### src/csf_pkg.sv
package csf_pkg;
  // register offsets
  localparam logic [7:0] ADDR_FRM_HI = 8'h1d;
  localparam logic [7:0] ADDR_FRM_LO = 8'h1e;
  localparam logic [7:0] ADDR_RATE = 8'h1f;
  localparam logic [7:0] ADDR_PDIS = 8'h20;
  localparam logic [7:0] ADDR_MODE = 8'h21;
  localparam logic [7:0] ADDR_STS = 8'h22;
  // reset values
  localparam logic [7:0] RST_FRM_HI = 8'h00;
  localparam logic [7:0] RST_FRM_LO = 8'h04;
  localparam logic [7:0] RST_RATE = 8'h02;
  localparam logic [7:0] RST_PDIS = 8'h30;
  localparam logic [7:0] RST_MODE = 8'h01;
  // writable bits of each register
  localparam logic [7:0] WMASK_RATE = 8'h0f;
  localparam logic [7:0] WMASK_PDIS = 8'hf0;
  localparam logic [7:0] WMASK_MODE = 8'hcf;
  // field positions
  localparam int RATE_LSB = 0;
  localparam int PDIS_P0_BIT = 4;
  localparam int PDIS_P1_BIT = 5;
  localparam int MODE_RR_BIT = 0;
  localparam int MODE_SYNC_LSB = 2;
  localparam int MODE_ASAV_BIT = 6;
  localparam int MODE_REP_BIT = 7;
  localparam int STS_SYNC_BIT = 0;
  localparam int STS_FAIL_BIT = 2;
  // link and frame sizes
  localparam int NPORT = 2;
  localparam int FRAME_W = 16;
  // transmitter rate codes
  localparam logic [1:0] RATE_1G6 = 2'h0;
  localparam logic [1:0] RATE_RSVD = 2'h1;
  localparam logic [1:0] RATE_800M = 2'h2;
  localparam logic [1:0] RATE_400M = 2'h3;
  typedef enum logic [1:0] {SYNC_OFF, SYNC_BASIC, SYNC_ILV, SYNC_CAT} csf_sync_t;
  typedef enum logic [1:0] {PK_FS, PK_FE, PK_LINE, PK_SHORT} csf_kind_t;
endpackage

### src/csf_forward.sv
// The plain strobed port is this design's own decision.
`timescale 1ns/1ps
module csf_forward import csf_pkg::*; (
  // clock and reset
  input wire logic CORE_CLK_I,
  input wire logic SRST_I,
  // register port
  input wire logic [7:0] REG_ADDR_I,
  input wire logic [7:0] REG_WDATA_I,
  input wire logic REG_WR_I,
  input wire logic REG_RD_I,
  output logic [7:0] REG_RDATA_O,
  // receive links, pins change on the falling link clock edge
  input wire logic LINK_CLK_I,
  input wire logic [1:0] RX_AVAIL_I,
  input wire logic [3:0] RX_KIND_I,
  input wire logic [1:0] RX_LAST_I,
  input wire logic [15:0] RX_DATA_I,
  output logic [1:0] RX_TAKE_O,
  // mode strap
  input wire logic RAW_MODE_I,
  // csi output 0
  output logic CSI0_VALID_O,
  output logic CSI0_SOP_O,
  output logic CSI0_EOP_O,
  output logic [1:0] CSI0_KIND_O,
  output logic CSI0_SRC_O,
  output logic [7:0] CSI0_DATA_O,
  // csi output 1
  output logic CSI1_VALID_O,
  output logic CSI1_SOP_O,
  output logic CSI1_EOP_O,
  output logic [1:0] CSI1_KIND_O,
  output logic CSI1_SRC_O,
  output logic [7:0] CSI1_DATA_O,
  // transmitter rate
  output logic [1:0] CSI_TX_RATE_O
);
  typedef enum logic {ST_IDLE, ST_SEND} csf_state_t;

  localparam int SW = 1 + 4 * NPORT + 8 * NPORT;

  // register group
  logic [7:0] frm_hi_r, frm_hi_nxt;
  logic [7:0] frm_lo_r, frm_lo_nxt;
  logic [7:0] rate_r, rate_nxt;
  logic [7:0] pdis_r, pdis_nxt;
  logic [7:0] mode_r, mode_nxt;
  logic [7:0] rdata_r, rdata_nxt;
  logic [1:0] rate_out_r, rate_out_nxt;
  logic [7:0] sts;
  logic rd_sts;

  // engine group
  csf_state_t st_r, st_nxt;
  logic sel_r, sel_nxt;
  logic drop_r, drop_nxt;
  logic grp_r, grp_nxt;
  logic group_r, group_nxt;
  csf_kind_t gkind_r, gkind_nxt;
  logic [1:0] take_r, take_nxt;
  logic first_r, first_nxt;
  logic bidx_r, bidx_nxt;
  logic merge_r, merge_nxt;
  logic rrl_r, rrl_nxt;
  logic synced_r, synced_nxt;
  logic done_r, done_nxt;
  logic fail_r, fail_nxt;
  logic fail_set;
  logic o_val, o_sop, o_eop;
  logic [7:0] o_data;

  // csi output registers
  logic c0_val_r, c0_sop_r, c0_eop_r, c0_src_r;
  logic [1:0] c0_kind_r;
  logic [7:0] c0_data_r;
  logic c1_val_r, c1_sop_r, c1_eop_r, c1_src_r;
  logic [1:0] c1_kind_r;
  logic [7:0] c1_data_r;

  // link side
  logic [SW-1:0] pins_s;
  logic lk_s, lk_d_r, stb;
  logic [1:0] av, lst;
  csf_kind_t kd [NPORT];
  logic [7:0] dt [NPORT];
  logic [1:0] adv;
  logic [FRAME_W-1:0] fnum [NPORT];
  logic [FRAME_W-1:0] fnxt [NPORT];

  // decode helpers
  logic [FRAME_W-1:0] fmax;
  logic [1:0] en, drain, ready, solo;
  csf_sync_t smode;
  logic rr_on, sync_on, asav_ok, all_av, kinds_eq, cat_cont, fsfe;
  csf_kind_t kd_cur;
  logic [FRAME_W-1:0] num_cur;

  // every link pin, the clock among them, shares one synchroniser delay
  csf_sync2 #(.W(SW)) u_sync (
    .clk_i(CORE_CLK_I),
    .srst_i(SRST_I),
    .d_i({LINK_CLK_I, RX_AVAIL_I, RX_LAST_I, RX_KIND_I, RX_DATA_I}),
    .q_o(pins_s)
  );

  assign lk_s = pins_s[SW-1];
  assign av = pins_s[SW-2 -: 2];
  assign lst = pins_s[SW-4 -: 2];
  assign stb = lk_s && !lk_d_r;

  for (genvar p = 0; p < NPORT; p++) begin : g_port
    assign kd[p] = csf_kind_t'(pins_s[16 + 2 * p +: 2]);
    assign dt[p] = pins_s[8 * p +: 8];
    csf_frame_num #(.FW(FRAME_W)) u_fnum (
      .clk_i(CORE_CLK_I),
      .srst_i(SRST_I),
      .max_i(fmax),
      .adv_i(adv[p]),
      .num_o(fnum[p]),
      .num_nxt_o(fnxt[p])
    );
  end

  assign fmax = {frm_hi_r, frm_lo_r};
  assign en = ~{pdis_r[PDIS_P1_BIT], pdis_r[PDIS_P0_BIT]};
  assign smode = csf_sync_t'(mode_r[MODE_SYNC_LSB +: 2]);
  assign rr_on = mode_r[MODE_RR_BIT];
  // should software set both, rotation wins and alignment stays off
  assign sync_on = (smode != SYNC_OFF) && !rr_on;
  assign asav_ok = mode_r[MODE_ASAV_BIT] && (smode != SYNC_CAT);
  assign drain = av & ~en;
  assign ready = av & en;
  assign solo = ready & {kd[1] == PK_LINE, kd[0] == PK_LINE} & {2{asav_ok}};
  assign all_av = ((av | ~en) == 2'b11) && (en != 2'b00);
  assign kinds_eq = (en != 2'b11) || (kd[0] == kd[1]);
  assign kd_cur = kd[sel_r];
  assign fsfe = (kd_cur == PK_FS) || (kd_cur == PK_FE);
  assign num_cur = (kd_cur == PK_FS) ? fnxt[sel_r] : fnum[sel_r];
  assign cat_cont = group_r && grp_r && (smode == SYNC_CAT) && (gkind_r == PK_LINE);
  assign rd_sts = REG_RD_I && (REG_ADDR_I == ADDR_STS);

  always_comb begin
    sts = 8'h00;
    sts[STS_FAIL_BIT] = fail_r;
    sts[STS_SYNC_BIT] = synced_r && sync_on;
  end

  always_comb begin
    frm_hi_nxt = frm_hi_r;
    frm_lo_nxt = frm_lo_r;
    rate_nxt = rate_r;
    pdis_nxt = pdis_r;
    mode_nxt = mode_r;
    rdata_nxt = rdata_r;
    if (REG_WR_I) begin
      case (REG_ADDR_I)
        ADDR_FRM_HI: frm_hi_nxt = REG_WDATA_I;
        ADDR_FRM_LO: frm_lo_nxt = REG_WDATA_I;
        ADDR_RATE: rate_nxt = REG_WDATA_I & WMASK_RATE;
        ADDR_PDIS: pdis_nxt = REG_WDATA_I & WMASK_PDIS;
        ADDR_MODE: mode_nxt = REG_WDATA_I & WMASK_MODE;
        default: ;
      endcase
    end
    if (REG_RD_I) begin
      case (REG_ADDR_I)
        ADDR_FRM_HI: rdata_nxt = frm_hi_r;
        ADDR_FRM_LO: rdata_nxt = frm_lo_r;
        ADDR_RATE: rdata_nxt = rate_r;
        ADDR_PDIS: rdata_nxt = pdis_r;
        ADDR_MODE: rdata_nxt = mode_r;
        ADDR_STS: rdata_nxt = sts;
        default: rdata_nxt = 8'h00;
      endcase
    end
    // the reserved code keeps the serialiser on the last legal rate
    rate_out_nxt = (rate_r[RATE_LSB +: 2] == RATE_RSVD) ? rate_out_r : rate_r[RATE_LSB +: 2];
  end

  always_ff @(posedge CORE_CLK_I) begin
    if (SRST_I) begin
      frm_hi_r <= RST_FRM_HI;
      frm_lo_r <= RST_FRM_LO;
      rate_r <= RST_RATE;
      pdis_r <= RST_PDIS;
      mode_r <= RST_MODE;
      rdata_r <= 8'h00;
      rate_out_r <= RATE_800M;
    end else begin
      frm_hi_r <= frm_hi_nxt;
      frm_lo_r <= frm_lo_nxt;
      rate_r <= rate_nxt;
      pdis_r <= pdis_nxt;
      mode_r <= mode_nxt;
      rdata_r <= rdata_nxt;
      rate_out_r <= rate_out_nxt;
    end
  end

  always_comb begin
    st_nxt = st_r;
    sel_nxt = sel_r;
    drop_nxt = drop_r;
    grp_nxt = grp_r;
    group_nxt = group_r;
    gkind_nxt = gkind_r;
    take_nxt = take_r;
    first_nxt = first_r;
    bidx_nxt = bidx_r;
    merge_nxt = merge_r;
    rrl_nxt = rrl_r;
    synced_nxt = synced_r;
    done_nxt = done_r;
    fail_set = 1'b0;
    o_val = 1'b0;
    o_sop = 1'b0;
    o_eop = 1'b0;
    o_data = dt[sel_r];
    adv = 2'b00;
    // take only moves on a link edge, so the port never sees it change near its edge
    if (stb) begin
      case (st_r)
        ST_IDLE: begin
          if (drain != 2'b00) begin
            sel_nxt = !drain[0];
            drop_nxt = 1'b1;
            st_nxt = ST_SEND;
          end else if (sync_on && solo != 2'b00) begin
            sel_nxt = !solo[0];
            drop_nxt = 1'b0;
            st_nxt = ST_SEND;
          end else if (sync_on && all_av) begin
            if (kinds_eq) begin
              sel_nxt = !en[0];
              drop_nxt = 1'b0;
              group_nxt = 1'b1;
              grp_nxt = (en == 2'b11);
              gkind_nxt = kd[!en[0]];
              st_nxt = ST_SEND;
            end else begin
              fail_set = done_r;
              synced_nxt = 1'b0;
              done_nxt = 1'b0;
              // discard one head at a time, keeping a frame start, until both enabled ports' heads agree in kind
              sel_nxt = (kd[0] == PK_FS);
              drop_nxt = 1'b1;
              st_nxt = ST_SEND;
            end
          end else if (!sync_on && ready != 2'b00) begin
            sel_nxt = (rr_on && ready[!rrl_r]) ? !rrl_r : !ready[0];
            rrl_nxt = sel_nxt;
            drop_nxt = 1'b0;
            st_nxt = ST_SEND;
          end
          if (st_nxt == ST_SEND) begin
            take_nxt = 2'b00;
            take_nxt[sel_nxt] = 1'b1;
            first_nxt = 1'b1;
            bidx_nxt = 1'b0;
          end
        end
        ST_SEND: begin
          o_val = !drop_r;
          o_sop = first_r && !merge_r;
          o_eop = lst[sel_r] && !cat_cont;
          if (RAW_MODE_I && fsfe) begin
            o_data = bidx_r ? num_cur[15:8] : num_cur[7:0];
          end
          first_nxt = 1'b0;
          bidx_nxt = !bidx_r;
          if (lst[sel_r]) begin
            take_nxt = 2'b00;
            adv[sel_r] = (kd_cur == PK_FS) && !drop_r;
            if (group_r && grp_r) begin
              sel_nxt = 1'b1;
              grp_nxt = 1'b0;
              merge_nxt = cat_cont;
              take_nxt = 2'b10;
              first_nxt = 1'b1;
              bidx_nxt = 1'b0;
            end else begin
              st_nxt = ST_IDLE;
              group_nxt = 1'b0;
              merge_nxt = 1'b0;
              if (group_r && gkind_r == PK_FS) begin
                synced_nxt = 1'b1;
              end
              if (group_r && gkind_r == PK_FE && synced_r) begin
                done_nxt = 1'b1;
              end
            end
          end
        end
        default: st_nxt = ST_IDLE;
      endcase
    end
    if (!sync_on) begin
      synced_nxt = 1'b0;
      done_nxt = 1'b0;
    end
    fail_nxt = fail_set || (fail_r && !rd_sts);
  end

  always_ff @(posedge CORE_CLK_I) begin
    if (SRST_I) begin
      lk_d_r <= 1'b0;
      st_r <= ST_IDLE;
      sel_r <= 1'b0;
      drop_r <= 1'b0;
      grp_r <= 1'b0;
      group_r <= 1'b0;
      gkind_r <= PK_FS;
      take_r <= 2'b00;
      first_r <= 1'b0;
      bidx_r <= 1'b0;
      merge_r <= 1'b0;
      rrl_r <= 1'b1;
      synced_r <= 1'b0;
      done_r <= 1'b0;
      fail_r <= 1'b0;
      c0_val_r <= 1'b0;
      c0_sop_r <= 1'b0;
      c0_eop_r <= 1'b0;
      c0_src_r <= 1'b0;
      c0_kind_r <= 2'h0;
      c0_data_r <= 8'h00;
      c1_val_r <= 1'b0;
      c1_sop_r <= 1'b0;
      c1_eop_r <= 1'b0;
      c1_src_r <= 1'b0;
      c1_kind_r <= 2'h0;
      c1_data_r <= 8'h00;
    end else begin
      lk_d_r <= lk_s;
      st_r <= st_nxt;
      sel_r <= sel_nxt;
      drop_r <= drop_nxt;
      grp_r <= grp_nxt;
      group_r <= group_nxt;
      gkind_r <= gkind_nxt;
      take_r <= take_nxt;
      first_r <= first_nxt;
      bidx_r <= bidx_nxt;
      merge_r <= merge_nxt;
      rrl_r <= rrl_nxt;
      synced_r <= synced_nxt;
      done_r <= done_nxt;
      fail_r <= fail_nxt;
      c0_val_r <= o_val;
      c1_val_r <= o_val && mode_r[MODE_REP_BIT];
      if (o_val) begin
        c0_sop_r <= o_sop;
        c0_eop_r <= o_eop;
        c0_src_r <= sel_r;
        c0_kind_r <= kd_cur;
        c0_data_r <= o_data;
      end
      if (o_val && mode_r[MODE_REP_BIT]) begin
        c1_sop_r <= o_sop;
        c1_eop_r <= o_eop;
        c1_src_r <= sel_r;
        c1_kind_r <= kd_cur;
        c1_data_r <= o_data;
      end
    end
  end

  assign REG_RDATA_O = rdata_r;
  assign RX_TAKE_O = take_r;
  assign CSI_TX_RATE_O = rate_out_r;
  assign CSI0_VALID_O = c0_val_r;
  assign CSI0_SOP_O = c0_sop_r;
  assign CSI0_EOP_O = c0_eop_r;
  assign CSI0_KIND_O = c0_kind_r;
  assign CSI0_SRC_O = c0_src_r;
  assign CSI0_DATA_O = c0_data_r;
  assign CSI1_VALID_O = c1_val_r;
  assign CSI1_SOP_O = c1_sop_r;
  assign CSI1_EOP_O = c1_eop_r;
  assign CSI1_KIND_O = c1_kind_r;
  assign CSI1_SRC_O = c1_src_r;
  assign CSI1_DATA_O = c1_data_r;

  take_onehot_a: assert property (@(posedge CORE_CLK_I) disable iff (SRST_I)
    $onehot0(take_r)) else $error("two receive ports taken at once");
  take_edge_a: assert property (@(posedge CORE_CLK_I) disable iff (SRST_I)
    !$past(stb) |-> $stable(take_r)) else $error("take moved away from a link edge");
  drain_drop_a: assert property (@(posedge CORE_CLK_I) disable iff (SRST_I)
    stb && st_r == ST_IDLE && drain != 2'b00 |=> drop_r && st_r == ST_SEND)
    else $error("blocked port not discarded");
  copy_out_a: assert property (@(posedge CORE_CLK_I) disable iff (SRST_I)
    c1_val_r |-> c0_val_r && c1_data_r == c0_data_r && c1_eop_r == c0_eop_r)
    else $error("copied output differs");
  zero_num_a: assert property (@(posedge CORE_CLK_I) disable iff (SRST_I)
    c0_val_r && c0_kind_r == PK_FS && $past(RAW_MODE_I && fmax == '0) |-> c0_data_r == 8'h00)
    else $error("frame number not zero with zero limit");
  sts_off_a: assert property (@(posedge CORE_CLK_I) disable iff (SRST_I)
    !sync_on |=> !synced_r) else $error("alignment shown while mode off");
  fail_clr_a: assert property (@(posedge CORE_CLK_I) disable iff (SRST_I)
    rd_sts && !fail_set |=> !fail_r) else $error("lost flag survived its read");
  fail_cause_a: assert property (@(posedge CORE_CLK_I) disable iff (SRST_I)
    $rose(fail_r) |-> $past(done_r)) else $error("lost flag before a good frame");
  group_wait_a: assert property (@(posedge CORE_CLK_I) disable iff (SRST_I)
    $rose(group_r) |-> $past(stb && all_av)) else $error("group started before all ports ready");
  rate_rst_a: assert property (@(posedge CORE_CLK_I)
    $past(SRST_I) |-> rate_r == RST_RATE && CSI_TX_RATE_O == RATE_800M)
    else $error("rate not at reset code");
endmodule

### src/csf_frame_num.sv
`timescale 1ns/1ps
module csf_frame_num import csf_pkg::*; #(
  parameter int FW = FRAME_W
) (
  // clock and reset
  input wire logic clk_i,
  input wire logic srst_i,
  // limit and advance
  input wire logic [FW-1:0] max_i,
  input wire logic adv_i,
  // current and next number
  output logic [FW-1:0] num_o,
  output logic [FW-1:0] num_nxt_o
);
  logic [FW-1:0] num_r;
  logic [FW-1:0] num_nxt;

  if (FW < 2) begin : g_chk
    $error("csf_frame_num: frame number needs at least two bits");
  end

  always_comb begin
    if (max_i == '0) begin
      num_nxt = '0;
    end else if (num_r == '0 || num_r >= max_i) begin
      num_nxt = FW'(1);
    end else begin
      num_nxt = num_r + FW'(1);
    end
  end

  always_ff @(posedge clk_i) begin
    if (srst_i) begin
      num_r <= '0;
    end else if (adv_i) begin
      num_r <= num_nxt;
    end
  end

  // a limit set to zero mid-frame must not leak a stale number into the end packet
  assign num_o = (max_i == '0) ? '0 : num_r;
  assign num_nxt_o = num_nxt;

  frame_wrap_a: assert property (@(posedge clk_i) disable iff (srst_i)
    adv_i && max_i != '0 |=> num_r != '0 && num_r <= $past(max_i))
    else $error("frame number left the range one to limit");
endmodule

### src/csf_sync2.sv
`timescale 1ns/1ps
module csf_sync2 import csf_pkg::*; #(
  parameter int W = 1
) (
  // clock and reset
  input wire logic clk_i,
  input wire logic srst_i,
  // asynchronous in, synchronous out
  input wire logic [W-1:0] d_i,
  output logic [W-1:0] q_o
);
  logic [W-1:0] s1_r;
  logic [W-1:0] s2_r;

  if (W < 1) begin : g_chk
    $error("csf_sync2: width must be at least one");
  end

  always_ff @(posedge clk_i) begin
    if (srst_i) begin
      s1_r <= '0;
      s2_r <= '0;
    end else begin
      s1_r <= d_i;
      s2_r <= s1_r;
    end
  end

  assign q_o = s2_r;
endmodule

### config.mk
export PLATFORM = sky130hd
export DESIGN_NAME = csf_forward
export DESIGN_NICKNAME = d
export VERILOG_FILES = /design/src/csf_pkg.sv /design/src/csf_forward.sv /design/src/csf_frame_num.sv /design/src/csf_sync2.sv
export SDC_FILE = /design/constraint.sdc
export NUM_CORES = 1
export LEC_CHECK = 0
export ABC_AREA = 1
export ABC_CLOCK_PERIOD_IN_PS = 2400
export BUFFER_PORTS_ARGS = -buffer_cell sky130_fd_sc_hd__buf_2
export CAP_MARGIN = 20
export CORE_MARGIN = 4
export CORE_UTILIZATION = 44
export CTS_BUF_LIST = sky130_fd_sc_hd__clkbuf_8
export CTS_CLUSTER_SIZE = 25
export DETAILED_ROUTE_END_ITERATION = 10
export PLACE_DENSITY = 0.61
export SYNTH_ARGS = -nofsm -noshare
export SYNTH_HDL_FRONTEND = slang
export SYNTH_SLANG_ARGS = --single-unit
### constraint.sdc
create_clock -name CORE_CLK_I -period 2.4 [get_ports CORE_CLK_I]
set_input_delay 0.48 -clock CORE_CLK_I [delete_from_list [all_inputs] [get_ports CORE_CLK_I]]
set_output_delay 0.48 -clock CORE_CLK_I [all_outputs]
set_load 0.05 [all_outputs]
## Word level (Yosys, flattened, before mapping)

Index checks and enable logic that the tools add are counted.

| storage, ports and cells | value |
|---|---|
| input port bits | 46 |
| flip-flop bits (word level) | 167 |
| logic and storage cells | 277 |

| operators by class | value |
|---|---|
| bitwise gates (word level) | 15 |
| magnitude comparators | 9 |
| reduce and logical (&&, ||, !) cells | 71 |
| add/subtract/negate cells | 2 |
| equality and inequality tests | 29 |
| mux-type cells | 113 |

Operators with widths:

| kind | count |
|---|---|
| 16-bit 2-to-1 mux | 13 |
| 1-bit 2-to-1 mux | 69 |
| 8-bit 2-to-1 mux | 7 |
| 16-bit logical NOT | 3 |
| 8-bit case mux with 6 select lines | 1 |
| 16-bit by 1-bit adder with 16-bit output, second input constant | 2 |
| 16-bit greater-or-equal comparator | 2 |
| 8-bit by 5-bit == test with 1-bit output, second input constant | 3 |
| 8-bit by 6-bit == test with 1-bit output, second input constant | 3 |
| 1-bit logical AND | 24 |
| 2-bit 2-to-1 mux | 12 |
| 2-bit inequality test, second input constant | 9 |
| 1-bit case mux with 2 select lines | 8 |
| 8-bit AND reduction | 2 |
| 7-bit AND reduction | 2 |
| 1-bit logical NOT | 13 |
| 2-bit == test, second input constant | 6 |
| 2-bit AND reduction | 6 |
| 3-bit AND reduction | 4 |
| 6-bit AND reduction | 2 |
| 2-bit bitwise AND | 5 |
| 2-bit nonzero test | 5 |
| 2-bit by 1-bit inequality test with 1-bit output, second input constant | 4 |
| 2-bit by 1-bit == test with 1-bit output, second input constant | 3 |
| 14 further kinds | 31 |

## Logic depth before layout (Yosys ltp)

| logic depth | value |
|---|---|
| depth in word-level cells | 18 |
| mapped depth | 19 |
| mapped depth without buffers | 19 |

## Cells and area by module

A second synthesis with hierarchy kept.

| second synthesis, totals | value |
|---|---|
| cell total of the unflattened synthesis | 1431 |
| area total of the unflattened synthesis | 9474.1 sq um |

Modules (own cells, without submodules):

| module | sequential area each (sq um) | area an instance (sq um) | cells an instance | instances |
|---|---|---|---|---|
| csf_forward | 1701.6 | 4556.9 | 685 | 1 |
| csf_frame_num | 320.3 | 1736.7 | 295 | 2 |
| csf_sync2 | 1001.0 | 1443.9 | 156 | 1 |

## Least setup slack after synthesis

OpenSTA, ideal clock, no wires.

| timing | value |
|---|---|
| kind | flip-flop to flip-flop |
| start point | register g_port[0].u_fnum.num_r[5] |
| end point | register c0_data_r[7], in the netlist CSI0_DATA_O[7] |
| arrival | 1887 ps |
| stages on the path, launching flop included | 18 |
| setup slack | 443 ps |
| required time | 2330 ps |
| library setup time | 70 ps |
| path through | dfxtp_1 ha_1 nand2_1 nand2_1 nand2_1 nand2_1 nor2_1 nand2_1 nand2_1 buf_2 nand4_1 nand2_1 nand3_1 nand2_1 nand2_1 nand2_1 nand2_1 a21oi_1 |

| on the way | value |
|---|---|
| cells in the longest elaborated chain, start to end | 12 |
| elaborated cells on any way between the ends | 14 |
| those cells by class | 1 x add/sub; 1 x order compare; 10 x mux; 2 x reduce/logical |

Ends and longest elaborated chain:

| element | line | text |
|---|---|---|
| from (decl) | csf_frame_num.sv:15 | `logic [FW-1:0] num_r;` |
| from (signal assigned) | csf_frame_num.sv:36 | `num_r <= num_nxt;` |
| 16-bit greater-or-equal comparator or 16-bit logical NOT (tied branches) | csf_frame_num.sv:25 | `end else if (num_r == '0 \|\| num_r >= max_i) begin` |
| 1-bit logical OR | csf_frame_num.sv:25 |  |
| 16-bit 2-to-1 mux (*) | csf_frame_num.sv:25 |  |
| 16-bit 2-to-1 mux (*) | csf_frame_num.sv:23 | `if (max_i == '0) begin` |
| 16-bit 2-to-1 mux (implied by the code) (*) (3 in a row) | csf_forward.sv:139 | `assign num_cur = (kd_cur == PK_FS) ? fnxt[sel_r] : fnum[sel_r];` |
| 16-bit 2-to-1 mux (*) | csf_forward.sv:139 |  |
| 8-bit 2-to-1 mux (*) | csf_forward.sv:268 | `o_data = bidx_r ? num_cur[15:8] : num_cur[7:0];` |
| 8-bit 2-to-1 mux (*) | csf_forward.sv:267 | `if (RAW_MODE_I && fsfe) begin` |
| 8-bit 2-to-1 mux (*) | csf_forward.sv:223 | `case (st_r)` |
| 8-bit 2-to-1 mux (*) | csf_forward.sv:222 | `if (stb) begin` |
| to (signal assigned) | csf_forward.sv:357 | `c0_data_r <= o_data;` |
| to (decl) | csf_forward.sv:76 | `logic [7:0] c0_data_r;` |

Every way passes the cells marked *; elsewhere a longest branch is shown, timed or not. The select of a mux whose other input is x is not followed.
A chain may end at the register's enable or synchronous reset.

## Worst setup path in the final report

| timing | value |
|---|---|
| start point | register g_port[1].u_fnum.num_r[12] |
| end point | register c1_data_r[7], in the netlist CSI1_DATA_O[7] |

| on the way | value |
|---|---|
| cells in the longest elaborated chain, start to end | 12 |
| elaborated cells on any way between the ends | 14 |
| those cells by class | 1 x add/sub; 1 x order compare; 10 x mux; 2 x reduce/logical |

Ends and longest elaborated chain:

| element | line | text |
|---|---|---|
| from (decl) | csf_frame_num.sv:15 |  |
| from (signal assigned) | csf_frame_num.sv:36 |  |
| 16-bit greater-or-equal comparator or 16-bit logical NOT (tied branches) | csf_frame_num.sv:25 |  |
| 1-bit logical OR | csf_frame_num.sv:25 |  |
| 16-bit 2-to-1 mux (*) | csf_frame_num.sv:25 |  |
| 16-bit 2-to-1 mux (*) | csf_frame_num.sv:23 |  |
| 16-bit 2-to-1 mux (implied by the code) (*) (3 in a row) | csf_forward.sv:139 |  |
| 16-bit 2-to-1 mux (*) | csf_forward.sv:139 |  |
| 8-bit 2-to-1 mux (*) | csf_forward.sv:268 |  |
| 8-bit 2-to-1 mux (*) | csf_forward.sv:267 |  |
| 8-bit 2-to-1 mux (*) | csf_forward.sv:223 |  |
| 8-bit 2-to-1 mux (*) | csf_forward.sv:222 |  |
| to (signal assigned) | csf_forward.sv:364 | `c1_data_r <= o_data;` |
| to (decl) | csf_forward.sv:79 | `logic [7:0] c1_data_r;` |

Marked as above.

==> qor.yml <==
place:
  gp_congestion: 0.938
  place_inst: 1710
  dp_slack_ns: 0.172
  numPortBuffers: 85
  dpl_cell_area_um2: 9970
  dp_hpwl_um: 19800
layout:
  syn_to_final_growth_pct: 17.5
  fin_cells: 1745
  fin_area_um2: 10500
  post-route-util_pct: 53.3
  drive_above_1_share_pct: 16.5
  antenna_cells: 0
  fin_nets: 1549
critical_path:
  criticalPathCategory: "register to register"
  reg2reg_from: "g_port[1].u_fnum.num_r[12]"
  critical_path.max_fanout: 16
  r2r-end: "CSI1_DATA_O[7]"
  r2r_slack_ns: 0.17
  worst_path_largest_cell_delay_ns: 0.59
  cp_num_cells: 13
  slowest_stage: "dfxtp_1"
  path_common_cell: "nand2_1"
  cp.arrival_ns: 2.63
  path_cells: "ha_1 > nand4_1 > a21oi_2 > nor2_4 > buf_12 > nand4_1 > nand2_1 > nand3_1 > nand2_1 > nand2_1 > nand2_1 > nand2_1 > a21oi_1"
  end_kind: "register"
  cp-start-kind: "register"
  cp_data_required_time_ns: 2.80
  cp_top_family: "simple AND/OR/NAND/NOR gates"
  path_buf_inv: 1
  reg2reg_depth: 13
sta:
  drv_slew: 0
  setup_ws_ns: 0.170
  max_freq_mhz: 448
  hold_violations: 0
  tightest_slew_ns: 0.509
  fin_crit_sh_pct: 92.9
  fin_skew_ns: 0.0144
  period_minus_slack_ns: 2.23
  final-setup-viol-count: 0
  max-slew-margin-rel_pct: 66.0
synthesis:
  yosysWarnings: 0
  synth.area.mux_share_pct: 0
  synthAdderAreaFrac_pct: 5.02
  netlist_top_cells_area: "dfxtp_1 (37%), nand2_1 (14%), nor2_1 (7.4%)"
  synth-compound-area-share_pct: 15.8
  yosys.area_share.simple_pct: 30.3
  synth_commonest_cells: "nand2_1 (327), nor2_1 (176), inv_1 (168)"
  synth_top_family_by_area: "simple AND/OR/NAND/NOR gates"
  synth_nets: 1441
  synthFlopType: "dfxtp_1"
  async_flop_share_pct: 0
  syn_area_per_cell_um2: 6.60
  ys_seq_elements: 167
  syn_inst: 1359
  ys_seq_area_share_pct: 37.3
  synth.distinct_cells: 41
  synth_xor_area_share_pct: 0.976
  yosysTopAreaCell: "dfxtp_1"
  synth_enable_flop_cells: 0
  synth.cell_area_um2: 8970
  synth.most_common_cell: "nand2_1"
  synth_top_area_share_pct: 37.3
clock_network:
  clk_pin_slew_ns: 0.10
  clk_root_buffer_cell: "clkbuf_8"
  cts_tree: "built"
  numClockSinks: 167
  worstSkewPairLatency_ns: 0.47
  h-tree-depth: 4
  ctsHoldBuffers: 0
  clk_path_buf_depth: 2
  cts_buffers: 17
floorplanning:
  core_um2: 19800
  row_count: 51
  initial_core_util_pct: 45.4
  io_pins: 86
  fp.dieH_um: 151
  chipWidth_um: 151
  dieArea_um2: 22700
route:
  vias: 8929
  ant_nets: 0
  routedWlPerCell_um: 15.4
  firstDrtPassIters: 5
  drc: 0
  routed_via_density: 5.12
  routed_wl_um: 26900
  drtIter0Drc: 605
global_route:
  grt_max_degree: 82
  antenna_found_initial: 0
  track_usage_pct: 24.1
  overflow: 0
  grt_pass1_vias: 8134
  grt_pass1_wl_um: 43200
flow_run:
  maxCapViolations: 0
power_and_ir_drop:
  peakVddDrop_mv: 0.439
  p_per_area_nw_per_um2: 504
  power_w: 0.00531
  p_leak_nw: 4.90
worst_hold_path:
  hold_end: "u_sync.s1_r[23]"
  min_path_type: "primary input to register"
  holdCritStartpoint: "RX_AVAIL_I[1]"
  hold_depth: 3
run_status:
  run_status: "finished, final reports clean"
## final cells by class
class                      count  area (um^2)
fill                        2007         9240
sequential                   167         3350
timing repair buffer         146          976
inverter                     182          686
clock buffer                  19          262
multi-input combinational    953         4800
tap                          265          332
clock inverter                13          136
## placed cells by master (no fill, tap or decap), types with 9 or more instances in the layout
master / instances
nand2_1: 324
nor2_1: 174
inv_1: 163
dfxtp_1: 161
a21oi_1: 107
o21ai_0: 101
buf_2: 85
nand3_1: 74
buf_4: 54
nand4_1: 31
ha_1: 29
clkbuf_8: 19
inv_2: 16
o21ai_1: 13
nor2_2: 12
a211oi_1: 9
## power by group
group,switching (W),leakage [nW],internal [W]
sequential,0.0000232,1.36,0.00282
combinational,0.000253,3.34,0.000121
clock,0.00119,0.199,0.000910
total,0.00146,4.90,0.00385
## sequential cells by signal, indices dropped and copies added (netlist names), 2 cells and up
signal               count
g_port.u_fnum.num_r     32
u_sync.q_o              25
u_sync.s1_r             25
CSI0_DATA_O              8
CSI1_DATA_O              8
REG_RDATA_O              8
frm_hi_r                 8
frm_lo_r                 8
mode_r                   6
pdis_r                   4
rate_r                   4
CSI0_KIND_O              2
CSI1_KIND_O              2
CSI_TX_RATE_O            2
RX_TAKE_O                2
gkind_r                  2
## worst register-to-register path, delay by kind of cell (launching register included)
family	cells	cell delay, ns
simple gates	9	0.89
flops	1	0.59
fa+ha+maj	1	0.32
compound gates	2	0.19
buf+inv	1	0.15
## repair_timing
| item | in CTS | in global routing |
|---|---|---|
| endpoints found under the setup margin | 0 | 16 |
| setup buffers | 0 | 2 |
| resized for setup | 0 | 30 |
## kinds of logic after synthesis
kind of cell	Yosys count
AO/OA/AOI/OAI	264
adder cells (fa/ha/maj)	36
XOR/XNOR	10
AND/OR/NAND/NOR	643
flip-flops	167
buffers and inverters	239
## routing by layer
metal  up-vias  part of all wire (%)  routed length [um]  global-route usage (%)
li1       4597                     -                   -                       -
met1      3976                    48               13000                    34.7
met2       311                    43               11600                    36.2
met3        45                   6.5                1750                    5.06
met4         0                   2.4                 649                    7.39
met5         -                     0                   0                       0
## worst max-delay path by stage
stage / slack (ns) / endpoint / start
after global routing: -0.04 / CSI1_DATA_O[2] / frm_lo_r[6]
after CTS: 0.15 / CSI1_DATA_O[2] / g_port[0].u_fnum.num_r[11]
final: 0.17 / CSI1_DATA_O[7] / g_port[1].u_fnum.num_r[12]
after detailed placement: 0.17 / CSI0_DATA_O[4] / frm_hi_r[7]
after floorplan: 0.44 / CSI0_DATA_O[7] / g_port[0].u_fnum.num_r[5]
after global placement: 0.20 / CSI1_DATA_O[2] / g_port[0].u_fnum.num_r[11]
## per-stage QoR
stage	hold WS, ns	TNS (ns)
after floorplan	0.388	0
after global placement	0.390	0
after detailed placement	0.392	0
after CTS	0.180	0
after global routing	0.191	-0.184
final	0.206	0
(Power assumes the default switching activity.)
